--- src/trc_timer_regs.vh ---
`ifndef TRC_TIMER_REGS_VH
`define TRC_TIMER_REGS_VH

// ************************************************************
// special function register offsets
// ************************************************************
`define TRC_T0_COUNT_LOW 8'h8a
`define TRC_T0_COUNT_HIGH 8'h8b
`define TRC_T1_COUNT_LOW 8'h8c
`define TRC_T1_COUNT_HIGH 8'h8d
`define TRC_T2_COUNT_LOW 8'h8e
`define TRC_T2_COUNT_HIGH 8'h8f
`define TRC_T0_RELOAD_LOW 8'h92
`define TRC_T0_RELOAD_HIGH 8'h93
`define TRC_T1_RELOAD_LOW 8'h94
`define TRC_T1_RELOAD_HIGH 8'h95
`define TRC_T2_RELOAD_LOW 8'h96
`define TRC_T2_RELOAD_HIGH 8'h97
`define TRC_T0_CONTROL 8'h9a
`define TRC_T1_CONTROL 8'h9b
`define TRC_T2_CONTROL 8'h9c
`define TRC_T0_CLOCK_CONFIG 8'h98
`define TRC_T1_CLOCK_CONFIG 8'h99
`define TRC_T2_CLOCK_CONFIG 8'h9d
`define TRC_DEVICE_IO_MAPPING 8'he1

// ************************************************************
// timer control field positions
// ************************************************************
`define TRC_WRAP_FLAG_BIT 7
`define TRC_TRIGGER_FLAG_BIT 6
`define TRC_COUNT_DOWN_BIT 5
`define TRC_TOGGLE_BIT 4
`define TRC_TRIGGER_ENABLE_BIT 3
`define TRC_RUN_BIT 2
`define TRC_EVENT_COUNT_BIT 1
`define TRC_CAPTURE_BIT 0

// ************************************************************
// clock config field positions
// ************************************************************
`define TRC_CHAIN_BIT 5
`define TRC_OUTPUT_ENABLE_BIT 4
`define TRC_PRESCALE_MSB 3

// ************************************************************
// reset values and counts
// ************************************************************
`define TRC_BYTE_RESET 8'h00
`define TRC_WORD_RESET 16'h0000
`define TRC_COUNT_TOP 16'hffff
`define TRC_COUNT_BOTTOM 16'h0000
`define TRC_CONFIG_MASK_CHAIN 6'h3f
`define TRC_CONFIG_MASK_PLAIN 6'h1f
`define TRC_IO_MAP_MASK 3'h7
`define TRC_PRESCALE_MAX_SHIFT 14

`endif

--- src/trc_fall_detect.v ---
module trc_fall_detect (
   // clock and reset
   input wire clock,
   input wire rst,
   // pin level and strobe
   input wire pin_level,
   output reg fall_strobe
);

   // ************************************************************
   // synchroniser and edge detector
   // ************************************************************
   reg sync_first;
   reg sync_second;
   reg sync_prev;

   always @(posedge clock) begin
      if (rst) begin
         sync_first <= 1'b1;
         sync_second <= 1'b1;
         sync_prev <= 1'b1;
         fall_strobe <= 1'b0;
      end else begin
         sync_first <= pin_level;
         sync_second <= sync_first;
         sync_prev <= sync_second;
         fall_strobe <= sync_prev & ~sync_second;
      end
   end

endmodule // trc_fall_detect

--- src/trc_prescale.v ---
module trc_prescale #(
   parameter WIDTH = 14
) (
   // clock and reset
   input wire clock,
   input wire rst,
   // division select and tick
   input wire [3:0] divide_select,
   output reg tick
);

   // ************************************************************
   // free running divider, tick every 2**select cycles, select capped at WIDTH
   // ************************************************************
   reg [WIDTH-1:0] divider;
   reg [WIDTH-1:0] mask;
   reg [4:0] shift;

   always @* begin
      shift = {1'b0, divide_select};
      if (shift > WIDTH[4:0])
         shift = WIDTH[4:0];
      mask = ~({WIDTH{1'b1}} << shift);
   end

   always @(posedge clock) begin
      if (rst) begin
         divider <= {WIDTH{1'b0}};
         tick <= 1'b0;
      end else begin
         divider <= divider + {{(WIDTH-1){1'b0}}, 1'b1};
         tick <= (divider & mask) == mask;
      end
   end

endmodule // trc_prescale

--- src/trc_timer_block.v ---
`include "trc_timer_regs.vh"

module trc_timer_block #(
   parameter TIMERS = 3,
   parameter PRESCALE_WIDTH = `TRC_PRESCALE_MAX_SHIFT
) (
   // clock and reset
   input wire clock,
   input wire rst,
   // special function register bus
   input wire [7:0] sfr_addr,
   input wire sfr_wr,
   input wire [7:0] sfr_wdata,
   output reg [7:0] sfr_rdata,
   // interrupt enables from the core and requests to it
   input wire [TIMERS-1:0] timer_int_enable,
   output wire [TIMERS-1:0] timer_irq,
   // event input pins, default and alternate
   input wire [TIMERS-1:0] event_input_pin,
   input wire [TIMERS-1:0] event_input_pin_alt,
   // trigger input pins, default and alternate
   input wire [TIMERS-1:0] trigger_input_pin,
   input wire [TIMERS-1:0] trigger_input_pin_alt,
   // timer output pins, default and alternate
   output wire [TIMERS-1:0] timer_out_pin,
   output wire [TIMERS-1:0] timer_out_pin_oe,
   output wire [TIMERS-1:0] timer_out_alt_pin,
   output wire [TIMERS-1:0] timer_out_alt_pin_oe
);

   // ************************************************************
   // shared state
   // ************************************************************
   reg [2:0] device_io_mapping;
   wire [TIMERS-1:0] wrap_bus;
   wire [TIMERS*8-1:0] read_bus;
   reg [7:0] next_rdata;
   integer k;

   // ************************************************************
   // io mapping register, one alternate select per timer
   // ************************************************************
   always @(posedge clock) begin
      if (rst)
         device_io_mapping <= 3'h0;
      else if (sfr_wr && sfr_addr == `TRC_DEVICE_IO_MAPPING)
         device_io_mapping <= sfr_wdata[2:0] & `TRC_IO_MAP_MASK;
   end

   // ************************************************************
   // one timer per generate entry
   // ************************************************************
   genvar i;
   generate
      for (i = 0; i < TIMERS; i = i + 1) begin : tmr
         // ****************************************
         // register addresses of this timer
         // ****************************************
         localparam [7:0] A_CL = (i == 0) ? `TRC_T0_COUNT_LOW :
            (i == 1) ? `TRC_T1_COUNT_LOW : `TRC_T2_COUNT_LOW;
         localparam [7:0] A_CH = (i == 0) ? `TRC_T0_COUNT_HIGH :
            (i == 1) ? `TRC_T1_COUNT_HIGH : `TRC_T2_COUNT_HIGH;
         localparam [7:0] A_RL = (i == 0) ? `TRC_T0_RELOAD_LOW :
            (i == 1) ? `TRC_T1_RELOAD_LOW : `TRC_T2_RELOAD_LOW;
         localparam [7:0] A_RH = (i == 0) ? `TRC_T0_RELOAD_HIGH :
            (i == 1) ? `TRC_T1_RELOAD_HIGH : `TRC_T2_RELOAD_HIGH;
         localparam [7:0] A_CON = (i == 0) ? `TRC_T0_CONTROL :
            (i == 1) ? `TRC_T1_CONTROL : `TRC_T2_CONTROL;
         localparam [7:0] A_CFG = (i == 0) ? `TRC_T0_CLOCK_CONFIG :
            (i == 1) ? `TRC_T1_CLOCK_CONFIG : `TRC_T2_CLOCK_CONFIG;
         localparam [5:0] CFG_MASK = (i == 2) ?
            `TRC_CONFIG_MASK_CHAIN : `TRC_CONFIG_MASK_PLAIN;

         // ****************************************
         // state of this timer
         // ****************************************
         reg [15:0] count;
         reg [15:0] reload;
         reg [7:0] timer_control;
         reg [5:0] timer_clock_config;
         reg toggle_level;
         reg out_level;
         reg out_oe;
         reg out_alt_oe;
         reg irq;
         reg [15:0] next_count;
         wire event_fall;
         wire trigger_fall;
         wire tick;
         wire use_alt = device_io_mapping[i];
         wire event_level;
         wire trigger_level;

         // ****************************************
         // pin selection, default or alternate
         // ****************************************
         assign event_level = use_alt ? event_input_pin_alt[i] :
            event_input_pin[i];
         assign trigger_level = use_alt ? trigger_input_pin_alt[i] :
            trigger_input_pin[i];

         // ****************************************
         // edge detectors and prescaler
         // ****************************************
         trc_fall_detect u_event (
            .clock(clock),
            .rst(rst),
            .pin_level(event_level),
            .fall_strobe(event_fall)
         );

         trc_fall_detect u_trigger (
            .clock(clock),
            .rst(rst),
            .pin_level(trigger_level),
            .fall_strobe(trigger_fall)
         );

         trc_prescale #(
            .WIDTH(PRESCALE_WIDTH)
         ) u_prescale (
            .clock(clock),
            .rst(rst),
            .divide_select(timer_clock_config[`TRC_PRESCALE_MSB:0]),
            .tick(tick)
         );

         // ****************************************
         // control fields, identical for every timer except the chain select, which only timer 2 has
         // ****************************************
         wire run = timer_control[`TRC_RUN_BIT];
         wire count_down_select = timer_control[`TRC_COUNT_DOWN_BIT];
         wire event_count_select = timer_control[`TRC_EVENT_COUNT_BIT];
         wire trigger_pin_enable = timer_control[`TRC_TRIGGER_ENABLE_BIT];
         wire capture_not_reload = timer_control[`TRC_CAPTURE_BIT];
         wire toggle_select = timer_control[`TRC_TOGGLE_BIT];
         wire chain_clock_select = (i == 2) &&
            timer_clock_config[`TRC_CHAIN_BIT];
         wire output_pin_enable =
            timer_clock_config[`TRC_OUTPUT_ENABLE_BIT];

         // ****************************************
         // step source
         // ****************************************
         wire chain_step = (i == 2) ? wrap_bus[1] : 1'b0;
         wire source = event_count_select ? event_fall :
            chain_clock_select ? chain_step : tick;
         wire step = run & source;
         wire wrap = step & (count_down_select ?
            (count == `TRC_COUNT_BOTTOM) : (count == `TRC_COUNT_TOP));
         wire trigger = trigger_pin_enable & event_count_select &
            trigger_fall;
         wire reload_mode = trigger_pin_enable & ~capture_not_reload;
         wire wrap_set = wrap & ~reload_mode;

         // ****************************************
         // bus strobes
         // ****************************************
         wire wr_cl = sfr_wr && sfr_addr == A_CL;
         wire wr_ch = sfr_wr && sfr_addr == A_CH;
         wire wr_rl = sfr_wr && sfr_addr == A_RL;
         wire wr_rh = sfr_wr && sfr_addr == A_RH;
         wire wr_con = sfr_wr && sfr_addr == A_CON;
         wire wr_cfg = sfr_wr && sfr_addr == A_CFG;

         // ****************************************
         // wrap handed to the chained timer
         // ****************************************
         assign wrap_bus[i] = wrap;

         // ****************************************
         // next count: write, trigger reload, wrap, step
         // ****************************************
         always @* begin
            next_count = count;
            if (wr_cl || wr_ch) begin
               if (wr_cl)
                  next_count[7:0] = sfr_wdata;
               if (wr_ch)
                  next_count[15:8] = sfr_wdata;
            end else if (trigger && !capture_not_reload) begin
               next_count = reload;
            end else if (wrap) begin
               next_count = reload;
            end else if (step) begin
               if (count_down_select)
                  next_count = count - 16'h0001;
               else
                  next_count = count + 16'h0001;
            end
         end

         // ****************************************
         // register updates
         // ****************************************
         always @(posedge clock) begin
            if (rst) begin
               count <= `TRC_WORD_RESET;
               reload <= `TRC_WORD_RESET;
               timer_control <= `TRC_BYTE_RESET;
               timer_clock_config <= 6'h00;
               toggle_level <= 1'b0;
               out_level <= 1'b0;
               out_oe <= 1'b0;
               out_alt_oe <= 1'b0;
               irq <= 1'b0;
            end else begin
               count <= next_count;
               if (trigger && capture_not_reload) begin
                  reload <= count;
               end else begin
                  if (wr_rl)
                     reload[7:0] <= sfr_wdata;
                  if (wr_rh)
                     reload[15:8] <= sfr_wdata;
               end
               // wrap flag: hardware set wins, clear needs run
               timer_control[7] <= wrap_set | (wr_con ?
                  (sfr_wdata[7] | (timer_control[7] & ~run)) :
                  timer_control[7]);
               // trigger flag: hardware set wins over a write
               timer_control[6] <= trigger | (wr_con ?
                  sfr_wdata[6] : timer_control[6]);
               if (wr_con)
                  timer_control[5:0] <= sfr_wdata[5:0];
               // reserved clock config bits stay zero
               if (wr_cfg)
                  timer_clock_config <= sfr_wdata[5:0] & CFG_MASK;
               irq <= timer_int_enable[i] & timer_control[7];
               toggle_level <= toggle_level ^ wrap;
               out_level <= toggle_select ?
                  (toggle_level ^ wrap) : wrap;
               out_oe <= output_pin_enable & ~use_alt;
               out_alt_oe <= output_pin_enable & use_alt;
            end
         end

         // ****************************************
         // pin and interrupt outputs
         // ****************************************
         assign timer_irq[i] = irq;
         assign timer_out_pin[i] = out_level;
         assign timer_out_pin_oe[i] = out_oe;
         assign timer_out_alt_pin[i] = out_level;
         assign timer_out_alt_pin_oe[i] = out_alt_oe;

         // ****************************************
         // read mux of this timer
         // ****************************************
         assign read_bus[i*8 +: 8] =
            (sfr_addr == A_CL) ? count[7:0] :
            (sfr_addr == A_CH) ? count[15:8] :
            (sfr_addr == A_RL) ? reload[7:0] :
            (sfr_addr == A_RH) ? reload[15:8] :
            (sfr_addr == A_CON) ? timer_control :
            (sfr_addr == A_CFG) ? {2'b00, timer_clock_config} :
            8'h00;
      end
   endgenerate

   // ************************************************************
   // read data, unmapped addresses read zero
   // ************************************************************
   always @* begin
      next_rdata = 8'h00;
      for (k = 0; k < TIMERS; k = k + 1)
         next_rdata = next_rdata | read_bus[k*8 +: 8];
      if (sfr_addr == `TRC_DEVICE_IO_MAPPING)
         next_rdata = next_rdata | {5'h00, device_io_mapping};
   end

   // ************************************************************
   // registered read data, one cycle behind the address
   // ************************************************************
   always @(posedge clock) begin
      if (rst)
         sfr_rdata <= 8'h00;
      else
         sfr_rdata <= next_rdata;
   end

endmodule // trc_timer_block

--- config.mk ---
export PLATFORM = sky130hd
export DESIGN_NAME = trc_timer_block
export DESIGN_NICKNAME = d
export VERILOG_FILES = /design/src/trc_fall_detect.v /design/src/trc_prescale.v /design/src/trc_timer_block.v
export VERILOG_INCLUDE_DIRS = /design/src
export SDC_FILE = /design/constraint.sdc
export NUM_CORES = 1
export LEC_CHECK = 0
export BUFFER_PORTS_ARGS = -buffer_cell sky130_fd_sc_hd__buf_2
export CAP_MARGIN = 10
export CORE_UTILIZATION = 45
export DETAILED_ROUTE_END_ITERATION = 10
export PLACE_DENSITY = 0.7
export RECOVER_POWER = 100
export SLEW_MARGIN = 20
export SYNTH_ARGS = -nofsm -noshare
export SYNTH_HDL_FRONTEND = slang
export SYNTH_SLANG_ARGS = --single-unit
export TNS_END_PERCENT = 100
--- constraint.sdc ---
create_clock -name clock -period 5.65 [get_ports clock]
set_input_delay 0 -clock clock [delete_from_list [all_inputs] [get_ports clock]]
set_output_delay 0 -clock clock [all_outputs]
set_load 0.01 [all_outputs]
### Word level (Yosys, flattened, before mapping)

Index checks and enable logic that the tools add are counted.

| storage, ports and cells | value |
|---|---|
| flip-flop bits (word level) | 231 |
| latch bits | 0 |
| memory bits (writable) | 0 |
| bits in read-only memories | 0 |
| logic and storage cells | 312 |
| memories kept | 0 |

| cells by class | value |
|---|---|
| $add $sub $neg | 9 |
| $mul | 0 |
| divide/modulo/power cells | 0 |
| magnitude comparators | 3 |
| equal/unequal tests | 31 |
| shifts and indexed selects | 3 |
| mux-type cells | 74 |
| bitwise logic cells | 75 |
| reduce and logical (&&, ||, !) cells | 49 |

Operator list:

| operator | count |
|---|---|
| 2-to-1 mux 16 bit | 18 |
| 2-to-1 mux 8 bit | 28 |
| equality test 8 bit, second input constant | 19 |
| adder 16 x 1 -> 16 bit, second input constant | 3 |
| equality test 16 bit, second input constant | 3 |
| zero test 16 bit | 3 |
| subtractor 16 x 1 -> 16 bit, second input constant | 3 |
| adder 14 x 1 -> 14 bit, second input constant | 3 |
| bitwise AND 14 bit | 3 |
| equality test 14 bit | 3 |
| NOT 14 bit | 3 |
| left shift 14 x 4 -> 14 bit, first input constant | 3 |
| bitwise AND 1 bit | 36 |
| logical AND 1 bit | 25 |
| 2-to-1 mux 1 bit | 22 |
| NOT 1 bit | 18 |
| OR 8 bit | 2 |
| > comparator 4 bit, second input constant | 3 |
| 2-to-1 mux 4 bit | 3 |
| != test 2 bit, second input constant | 6 |
| AND reduction 2 bit | 6 |
| nonzero test 2 bit | 6 |
| nonzero test 4 bit | 3 |
| 2-to-1 mux 5 bit | 2 |
| other kinds (6) | 20 |

### Logic depth before layout (Yosys ltp)

Gate-level depths: netlist of the first run.

| logic depth | value |
|---|---|
| depth after elaboration | 11 |
| mapped depth | 11 |
| gate-level depth less buffers | 9 |

### Modules after synthesis

From an unflattened synthesis of the first run, not the netlist that was laid out.

| unflattened totals | value |
|---|---|
| cell total of the unflattened synthesis | 1,718 |
| area, all modules | 13,548.0 µm² |

Modules (own cells, without submodules):

| module | times used | cells each | area each (µm²) | seq. area each (µm²) |
|---|---|---|---|---|
| trc_timer_block | 1 | 1,394 | 10,582.6 | 3,243.1 |
| trc_prescale | 3 | 92 | 775.7 | 300.3 |
| trc_fall_detect | 6 | 8 | 106.4 | 80.1 |

### Least setup slack after synthesis of the first run

OpenSTA, ideal clock, no wires.

| timing | value |
|---|---|
| kind | register -> register |
| start point | reg tmr[1].timer_control[5] |
| end point | reg tmr[1].count[15] |
| setup time | 0.123 ns |
| arrival | 2.779 ns |
| data required time | 5.527 ns |
| slack | 2.748 ns |
| stages on the path, launching flop included | 10 |
| clock period less this slack | 2.902 ns |
| cells stage by stage | dfxtp_1 -> ha_1 -> and3_1 -> a2111oi_2 -> o22ai_1 -> a31oi_1 -> o21ai_1 -> a2111oi_0 -> a41o_1 -> a21oi_1 |

| on the way | value |
|---|---|
| cells in the longest elaborated chain, start to end | 5 |
| elaborated cells between the ends (all ways) | 9 |
| those cells by class | 6 x mux; 1 x bitwise; 2 x reduce/logical |

Ends and longest elaborated chain:

| item | RTL line | RTL |
|---|---|---|
| start: declaration | trc_timer_block.v:79 | `reg [7:0] timer_control;` |
| start signal: assignment | trc_timer_block.v:200 | `` timer_control <= `TRC_BYTE_RESET; `` |
| start signal: assignment | trc_timer_block.v:225 | `timer_control[5:0] <= sfr_wdata[5:0];` |
| 2-to-1 mux 16 bit / 2-to-1 mux 1 bit (equally long branches) | trc_timer_block.v:186, trc_timer_block.v:149 |  |
| 2-to-1 mux 16 bit / bitwise AND 1 bit (equally long branches) | trc_timer_block.v:185, trc_timer_block.v:149 |  |
| 2-to-1 mux 16 bit | trc_timer_block.v:183 | `end else if (wrap) begin` |
| 2-to-1 mux 16 bit | trc_timer_block.v:181 | `end else if (trigger && !capture_not_reload) begin` |
| 2-to-1 mux 16 bit | trc_timer_block.v:176 | `if (wr_cl \|\| wr_ch) begin` |
| end signal: assignment | trc_timer_block.v:198 | `` count <= `TRC_WORD_RESET; `` |
| end signal: assignment | trc_timer_block.v:208 | `count <= next_count;` |
| end: declaration | trc_timer_block.v:77 | `reg [15:0] count;` |

Several ways; a longest one is shown, not always the timed one. The select of a mux whose other input is x is not followed.
A chain may end at the register's enable or synchronous reset.

==> results of run 1 <==
[state kept, by name, indices dropped and copies added, names as in the netlist, 8 cells and up]
signal and flops:
tmr.timer_clock_config 16, sfr_rdata 8, tmr.timer_control 24, tmr.count 48, tmr.reload 48, tmr.u_prescale.divider 42
[what timing repair did]
| action | 4_1_cts | 5_1_grt |
|---|---|---|
| setup buffers | 0 | 0 |
| hold buffers | 24 | 1 |
| hold endpoints to repair | 92 | 2 |
[power breakdown]
part / switching [mW] / internal [mW] / total, mW
combinational: 0.104 / 0.0421 / 0.146
clock: 0.716 / 1.09 / 1.80
sequential: 0.0130 / 1.64 / 1.66
total: 0.833 / 2.77 / 3.60
[kinds of logic (layout without fill, tap and decap cells)]
| family | after synthesis | in the layout | synth area share |
|---|---|---|---|
| AOI/OAI and AO/OA | 431 | 431 | 0.2263 |
| xor gates and xnor gates | 75 | 75 | 0.04938 |
| adders and majority gates | 48 | 48 | 0.04684 |
| buffers and inverters | 149 | 178 | 0.04881 |
| DFF | 231 | 231 | 0.3476 |
| muxes | 50 | 50 | 0.03819 |
| other | 0 | 2 | 0 |
| and+or+nand+nor | 697 | 697 | 0.2429 |
[stage by stage]
step                worst slack, ns  power, mW  instance area (um2)  hold WS, ns    util
global route                  1.248      3.695                14790      0.01250  0.5126
finish                        1.325      3.603                14800     0.002889  0.5127
detailed placement            2.321      1.820                13680       0.2199  0.4741
global placement              2.437      1.818                13680       0.2117  0.4741
CTS                           2.302      3.619                14840     0.006399  0.5142
floorplan                     2.748      1.767                13300       0.1251       -
[cells in the mapped netlist, types with 5 or more instances]
| master | instances | area [um2] |
|---|---|---|
| a32oi_1 | 6 | 52.55 |
| xnor2_1 | 40 | 350.3 |
| nand2b_1 | 6 | 37.54 |
| nor2b_1 | 10 | 62.56 |
| o211ai_1 | 10 | 75.07 |
| nand4_1 | 31 | 193.9 |
| and2_1 | 7 | 43.79 |
| clkbuf_1 | 84 | 315.3 |
| nor2_1 | 207 | 777.0 |
| ha_1 | 45 | 563.0 |
| mux2_2 | 6 | 67.56 |
| a311oi_1 | 53 | 464.2 |
| a2111oi_0 | 5 | 43.79 |
| inv_1 | 33 | 123.9 |
| a21o_1 | 17 | 127.6 |
| mux2i_1 | 44 | 440.4 |
| a211o_1 | 14 | 122.6 |
| a21oi_1 | 118 | 590.6 |
| nor4_1 | 13 | 81.33 |
| nand3_1 | 123 | 615.6 |
| o21ai_0 | 51 | 255.2 |
| buf_2 | 6 | 30.03 |
| o21bai_1 | 9 | 67.56 |
| xor2_1 | 35 | 306.5 |
| or2_2 | 14 | 87.58 |
| a222oi_1 | 5 | 50.05 |
| buf_1 | 7 | 26.28 |
| nand2_1 | 193 | 724.4 |
| o21a_1 | 8 | 60.06 |
| a22o_1 | 6 | 52.55 |
| and3_1 | 27 | 168.9 |
| a31oi_1 | 19 | 118.9 |
| or3_1 | 8 | 50.05 |
| a221oi_1 | 13 | 113.9 |
| a211oi_1 | 20 | 150.1 |
| nor3_1 | 31 | 155.2 |
| a22oi_1 | 27 | 202.7 |
| dfxtp_1 | 231 | 4624 |
| buf_4 | 17 | 127.6 |
| and4_1 | 6 | 52.55 |
[final cells by class]
| cell class | instances | share of cell area |
|---|---|---|
| Antenna cell | 2 | 0.0003383 |
| Multi-Input combinational cell | 1301 | 0.5425 |
| Tap cell | 384 | 0.03247 |
| Clock inverter | 11 | 0.01040 |
| Sequential cell | 231 | 0.3126 |
| Timing Repair Buffer | 97 | 0.04178 |
| Inverter | 33 | 0.008372 |
| Clock buffer | 37 | 0.05159 |
[worst register-to-register path, stage by stage, from the launching register on]
cell and delay, ns:
dfxtp_1 0.85, ha_1 0.42, and3_1 0.20, a2111oi_0 0.83, o22ai_1 0.23, a31oi_1 0.32, o21ai_0 0.23, a2111oi_0 0.44
a41o_1 0.15, a21oi_1 0.07
[worst max path at each step]
stage                               endpoint  slack [ns]  depth (start not counted)
2_1_floorplan  tmr[1].count[15]$_SDFFE_PP0P_        2.75                          9
3_3_place_gp   tmr[1].count[15]$_SDFFE_PP0P_        2.44                          9
3_5_place_dp    tmr[2].count[8]$_SDFFE_PP0P_        2.32                          8
4_1_cts         tmr[2].count[8]$_SDFFE_PP0P_        2.30                          8
5_1_grt        tmr[2].count[12]$_SDFFE_PP0P_        1.25                          4
6_report        tmr[2].count[8]$_SDFFE_PP0P_        1.33                          5
[per-layer routing]
metal  part of all wire  global-route usage  up-vias  routed length (um)
li1                   -                   -     6182                   -
met1               0.42              0.3848     6269               18490
met2               0.44              0.4397      717               19160
met3               0.11             0.05971      115                4636
met4              0.037             0.09905        0                1639
met5                  0                   0        -                   0
==> impl_metrics.yaml, run 1 <==
floorplan:
  die_h_um: 173.9
  core_um2: 28860
  ios: 57
  initial_core_util: 0.4610
  num_rows: 62
  dieWidth_um: 173.9
  dieArea_um2: 30250
power:
  powerDensity_nw_per_um2: 243.5
  peakVddDrop_v: 0.0002178
  power.leakage_nw: 5.629
critical_path:
  cp_slowest_cell: "clkbuf_1"
  max_stage_delay_ns: 2.43
  reg2regPathDepth: 9
  crit_fanout: 67
  cp.arrival_ns: 4.76
  cp_cell_sequence: "dlygate4sd3_1 -> clkbuf_1 -> inv_2 -> o311a_1 -> a31o_2"
  start_kind: "input pin"
  crit_start: "rst"
  cp-end-kind: "flip-flop"
  r2r-end: "tmr[1].count[15]$_SDFFE_PP0P_"
  path_buf_inv: 3
  critPathKind: "input pin to flip-flop"
  critPathTopFamily: "buffers and inverters"
  required_ns: 6.09
  r2r_start: "tmr[1].timer_control[5]$_SDFFE_PP0P_"
  r2r_setup_slack_ns: 1.79
global_routing:
  antenna_found_initial: 2
  grt_pass1_vias: 12050
  overflow: 0
  grt_pass1_wl_mm: 68.27
  grt_usage: 0.2822
  grt_start_max_net_pins: 77
drt:
  antenna_left: 0
  drt_first_pass_iters: 7
  drt_iter0_drc: 1534
  drt-total-wl_mm: 43.92
  viasPerCell: 6.337
  vias: 13280
  drc: 0
  wl_per_cell_um: 20.95
placed_design:
  dpl.hpwl_mm: 30.16
  dp_cells: 2021
  portBuffers: 56
  place.gp.congestion: 1.050
sta:
  final.period_utilization: 0.7655
  finalCriticalPeriod_ns: 4.325
  rsz0062_at_grt: "no"
  tns_ns: 0
  max_freq_mhz: 231.2
  skew_ns: 0.009518
  hold_viol: 0
  drv_slew: 68
  setup_viol: 0
  worst_pin_slew_ns: 3.468
  slew_headroom: -1.312
synth:
  synth_nets: 1763
  synth_cell_types: 78
  ys_seq_area_frac: 0.3476
  synth-edff-count: 0
  synth_ff_type: "dfxtp_1"
  ys_ff_latch: 231
  syn_area_um2: 13300
  avgSynthCellArea_um2: 7.914
  async_flop_share: 0
  yosysWarnings: 0
  netlist_instances: 1681
clock_tree:
  clock_latency_ns: 0.55
  cts_tree: "done"
  cts.path.max_buffers: 3
  clk_pin_slew_worst_paths_ns: 0.06
  htreeDepth: 1
  clock-sinks: 231
  root_buffer: "clkbuf_16"
  cts_resized: 0
  numCtsBuffers: 27
layout:
  fillers: 2814
  layout.nets: 1773
  fin_cells: 2096
  drive_gt1_frac: 0.07193
  layout_commonest_cell: "dfxtp_1"
  multi_input_comb_area_um2: 8026
  seqCellArea_um2: 4624
  areaGrowthSynthToFinish_pct: 11.22
  layout_common_cells: "dfxtp_1 (231), nor2_1 (206), nand2_1 (193)"
status:
  status: "finished, violations left"
  violations: "max-capacitance violations, max-slew violations"
worst_hold_path:
  hold_path_class: "input pin to flip-flop"
  hp-start: "sfr_addr[2]"
  hold_depth: 4
  hold_end: "device_io_mapping[0]$_SDFFE_PP0P_"
run:
  cap_violations: 1
(Power assumes the default switching activity.)
==> inputs of run 2 (changes only) <==
- clock period: 5.65 -> 4.1 ns (I/O delays scaled with it)
==> run 2 against run 1 <==
The flow finishes with violations (negative hold slack, max-capacitance violations, max-slew violations). Combinational power increased by 36%. Wire length is 0.87% higher. First-iteration DRC count is 1.9% lower. Critical path type unchanged. Non-clock buffer count rose by 17. Die area is the same.
==> impl_metrics.yaml, run 2 (synthesis gave the netlist of run 1 again) <==
clock_tree:
  clock-sinks: 231
  clk_pin_slew_worst_paths_ns: 0.06
  cts_tree: "done"
  cts-hold-fix-buffers: 25
  cts_resized: 0
  htreeDepth: 1
  numCtsBuffers: 26
  cts_setup_buffers: 0
  cts.path.max_buffers: 3
  root_buffer: "clkbuf_16"
  clock_latency_ns: 0.55
drt:
  vias: 13160
  drc: 0
  antenna_left: 0
  wl_per_cell_um: 20.97
  drt_first_pass_iters: 6
  drt-total-wl_mm: 44.30
  viasPerCell: 6.233
  drt_iter0_drc: 1505
run:
  cap_violations: 4
floorplan:
  dieWidth_um: 173.9
  core_um2: 28860
  ios: 57
  initial_core_util: 0.4610
  num_rows: 62
  die_h_um: 173.9
  dieArea_um2: 30250
worst_hold_path:
  hold_path_class: "input pin to flip-flop"
power:
  peakVddDrop_v: 0.0003245
  p_total_mw: 4.890
  power.leakage_nw: 5.683
  powerDensity_nw_per_um2: 328.5
sta:
  setup_viol: 0
  tns_ns: 0
  drv_slew: 216
  rsz0062_at_grt: "no"
  hold_viol: 2
  max_freq_mhz: 289.4
  final.period_utilization: 0.8427
  finalCriticalPeriod_ns: 3.455
  whs_ns: -0.007175
  skew_ns: 0.01962
  slew_headroom: -0.6608
  worst_pin_slew_ns: 2.491
critical_path:
  max_stage_delay_ns: 1.28
  crit_fanout: 11
  start_kind: "input pin"
  required_ns: 4.47
  cp.arrival_ns: 3.83
  cp_cell_sequence: "clkbuf_1 -> nor4b_1 -> nand2_1 -> nor2_1 -> nand2_1 -> a21boi_0 -> clkbuf_1 -> nor2_1 -> a2111oi_0"
  cp_slowest_cell: "nor4b_1"
  critPathKind: "input pin to flip-flop"
  path_buf_inv: 2
  critPathTopFamily: "simple AND/OR/NAND/NOR gates"
  cp-end-kind: "flip-flop"
placed_design:
  place.gp.congestion: 0.9945
  portBuffers: 56
  dp_cells: 2038
  dpl.hpwl_mm: 30.50
global_routing:
  grt_pass1_vias: 12160
  grt_usage: 0.2863
  grt_pass1_wl_mm: 69.03
  overflow: 0
  grt_start_max_net_pins: 111
  antenna_found_initial: 2
status:
  violations: "negative hold slack, max-capacitance violations, max-slew violations"
  status: "finished, violations left"
layout:
  fin_cells: 2112
  layout_commonest_cell: "dfxtp_1"
  areaGrowthSynthToFinish_pct: 11.89
  drive_gt1_frac: 0.07817
  layout.nets: 1789
  reg_top3: "tmr.count (48), tmr.reload (48), tmr.u_prescale.divider (42)"
  layout_common_cells: "dfxtp_1 (231), nor2_1 (208), nand2_1 (193)"
[run 2: report_power, final]
| group | switching [mW] | internal [mW] | total (mW) |
|---|---|---|---|
| registers | 0.0173 | 2.26 | 2.28 |
| clock network | 0.988 | 1.42 | 2.41 |
| logic | 0.140 | 0.0580 | 0.198 |
[run 2: worst min-delay path, stage by stage]
cell and delay (ns):
buf_2 0.20, nor4_2 0.14, nand3_1 0.10, a21oi_1 0.06
[run 2: final timing paths]
kind | start | end | slack [ns] | depth (start not counted)
max reg2reg | tmr[1].timer_control[5]$_SDFFE_PP0P_ | tmr[1].count[1]$_SDFFE_PP0P_ | 0.68 | 10
max | sfr_addr[5] | tmr[0].count[10]$_SDFFE_PP0P_ | 0.64 | 9
min reg2reg | tmr[1].u_trigger.sync_first$_SDFF_PP1_ | tmr[1].u_trigger.sync_second$_SDFF_PP1_ | 0.40 | 1
min | sfr_addr[3] | device_io_mapping[2]$_SDFFE_PP0P_ | -0.007 | 4
[run 2: final cells by class]
class	instances	area (um2)
clock inverter	11	123.9
antenna	1	2.502
sequential	231	4624
inverter	33	123.9
clock buffer	37	762.0
tap	384	480.5
timing repair buffer	114	729.5
multi-input combinational	1301	8038
fill	2810	13970
[run 2: per-stage QoR]
stage	util	area, um2	worst slack (ns)
2_1_floorplan	-	13300	1.198
3_3_place_gp	0.4790	13820	0.8652
3_5_place_dp	0.4790	13820	0.7251
4_1_cts	0.5183	14960	0.7256
5_1_grt	0.5158	14880	0.4704
6_report	0.5158	14880	0.6449
[run 2: metal layers]
layer  vias to the layer above  routed length [um]  GRT usage
met5                         -                  13          0
met4                         2                1950     0.1199
met3                       127                4453    0.05556
met2                       604               19250     0.4380
met1                      6218               18630     0.3929
li1                       6213                   -          -
==> inputs of run 3 (changes only) <==
- clock period: 4.1 -> 3.6 ns (I/O delays scaled with it)
==> run 3 against run 2 <==
The flow finishes with violations (max-capacitance violations, max-slew violations). Sequential power up 14%. Worst hold slack improved by 0.050 ns. First-iteration DRC count grew 21%. Count of clock-buffer cells in the layout grew 1. Flip-flop and latch count unchanged. Non-clock buffer count rose by 10. Setup slack got worse by 0.29 ns. Highest routed layer is now met4.
==> impl_metrics.yaml, run 3 (synthesis gave the netlist of run 1 again) <==
status:
  violations: "max-capacitance violations, max-slew violations"
  status: "finished, violations left"
worst_hold_path:
  hp-start: "sfr_addr[2]"
  hold_path_class: "input pin to flip-flop"
layout:
  drive_gt1_frac: 0.07488
  areaGrowthSynthToFinish_pct: 12.22
  design_area_um2: 14930
  layout.nets: 1800
  reg_top3: "tmr.count (48), tmr.reload (48), tmr.u_prescale.divider (42)"
  layout_common_cells: "dfxtp_1 (231), nor2_1 (207), nand2_1 (193)"
  fin_cells: 2121
  layout_commonest_cell: "dfxtp_1"
clock_tree:
  clock-sinks: 231
  htreeDepth: 1
  cts_setup_buffers: 0
  root_buffer: "clkbuf_16"
  cts_tree: "done"
  clk_pin_slew_worst_paths_ns: 0.06
  clock_latency_ns: 0.56
  numCtsBuffers: 27
  cts.path.max_buffers: 3
global_routing:
  grt_pass1_vias: 12510
  grt_start_max_net_pins: 102
  overflow: 0
  grt_pass1_wl_mm: 68.81
  grt_usage: 0.2852
  antenna_found_initial: 1
critical_path:
  required_ns: 4.08
  crit_start: "tmr[0].count[10]$_SDFFE_PP0P_"
  cp.arrival_ns: 3.72
  critPathKind: "flip-flop to flip-flop"
  start_kind: "flip-flop"
  crit_fanout: 11
  cp-end-kind: "flip-flop"
  r2r_start: "tmr[0].count[10]$_SDFFE_PP0P_"
drt:
  drt-total-wl_mm: 44.27
  wl_per_cell_um: 20.87
  antenna_left: 0
  drt_first_pass_iters: 6
  vias: 13310
  drt_iter0_drc: 1828
  drc: 0
  viasPerCell: 6.277
floorplan:
  core_um2: 28860
  die_h_um: 173.9
  num_rows: 62
  dieArea_um2: 30250
  ios: 57
  initial_core_util: 0.4610
  dieWidth_um: 173.9
sta:
  final.period_utilization: 0.9002
  skew_ns: 0.01367
  hold_viol: 0
  worst_pin_slew_ns: 1.895
  whs_ns: 0.04318
  slew_headroom: -0.2635
  rsz0062_at_grt: "no"
  finalCriticalPeriod_ns: 3.241
  drv_slew: 42
  max_freq_mhz: 308.6
  tns_ns: 0
  setup_viol: 0
placed_design:
  dp_cells: 2049
  portBuffers: 56
  dpl.hpwl_mm: 30.74
  placed_area_um2: 13920
  place.gp.congestion: 0.9569
run:
  cap_violations: 1
power:
  p_total_mw: 5.627
  peakVddDrop_v: 0.0003540
  power.leakage_nw: 5.709
  powerDensity_nw_per_um2: 377.0
## run 3: worst paths after layout
path / to / slack [ns] / cells past startpoint
max: tmr[0].count[8]$_SDFFE_PP0P_ / 0.36 / 8
max reg2reg: tmr[0].count[8]$_SDFFE_PP0P_ / 0.36 / 8
min reg2reg: tmr[2].u_event.sync_second$_SDFF_PP1_ / 0.40 / 1
min: device_io_mapping[2]$_SDFFE_PP0P_ / 0.04 / 4
## run 3: stage by stage
step,util,setup slack [ns]
CTS,0.5214,0.4000
global route,0.5172,0.1329
floorplan,-,0.6976
finish,0.5173,0.3593
global placement,0.4823,0.4892
detailed placement,0.4823,0.4171
## run 3: per-layer routing
layer / GRT usage / vias to the layer above / share of wire / routed length [um]
li1: - / 6244 / - / -
met1: 0.3789 / 6201 / 0.42 / 18570
met2: 0.4532 / 719 / 0.44 / 19410
met3: 0.05162 / 149 / 0.10 / 4491
met4: 0.1217 / 0 / 0.041 / 1799
met5: 0 / - / 0 / 0
## run 3: area by class of cell
| type | count | area (um2) |
|---|---|---|
| diodes | 1 | 2.502 |
| repair buffers | 124 | 803.3 |
| multi-input cells | 1301 | 8004 |
| clock inverters | 9 | 142.6 |
| well taps | 384 | 480.5 |
| fillers | 2855 | 13930 |
| flip-flops and latches | 231 | 4624 |
| inverters | 33 | 123.9 |
| clock buffers | 38 | 747.0 |
## run 3: what timing repair did
item / CTS / global route
hold endpoints to repair: 134 / 0
hold buffers: 24 / 0
resized for setup: 0 / 0
## run 3: critical path: stages (launching register included)
cell,delay (ns)
dfxtp_1,0.43
or4_1,0.55
or4_1,0.42
a21oi_1,0.65
nor2_1,0.22
clkbuf_2,0.31
mux2i_1,0.17
a211o_1,0.29
a21oi_1,0.14
## run 3: where the power goes
group,internal [mW],switching (mW)
clock,1.66,1.14
combinational,0.0684,0.161
sequential,2.58,0.0195
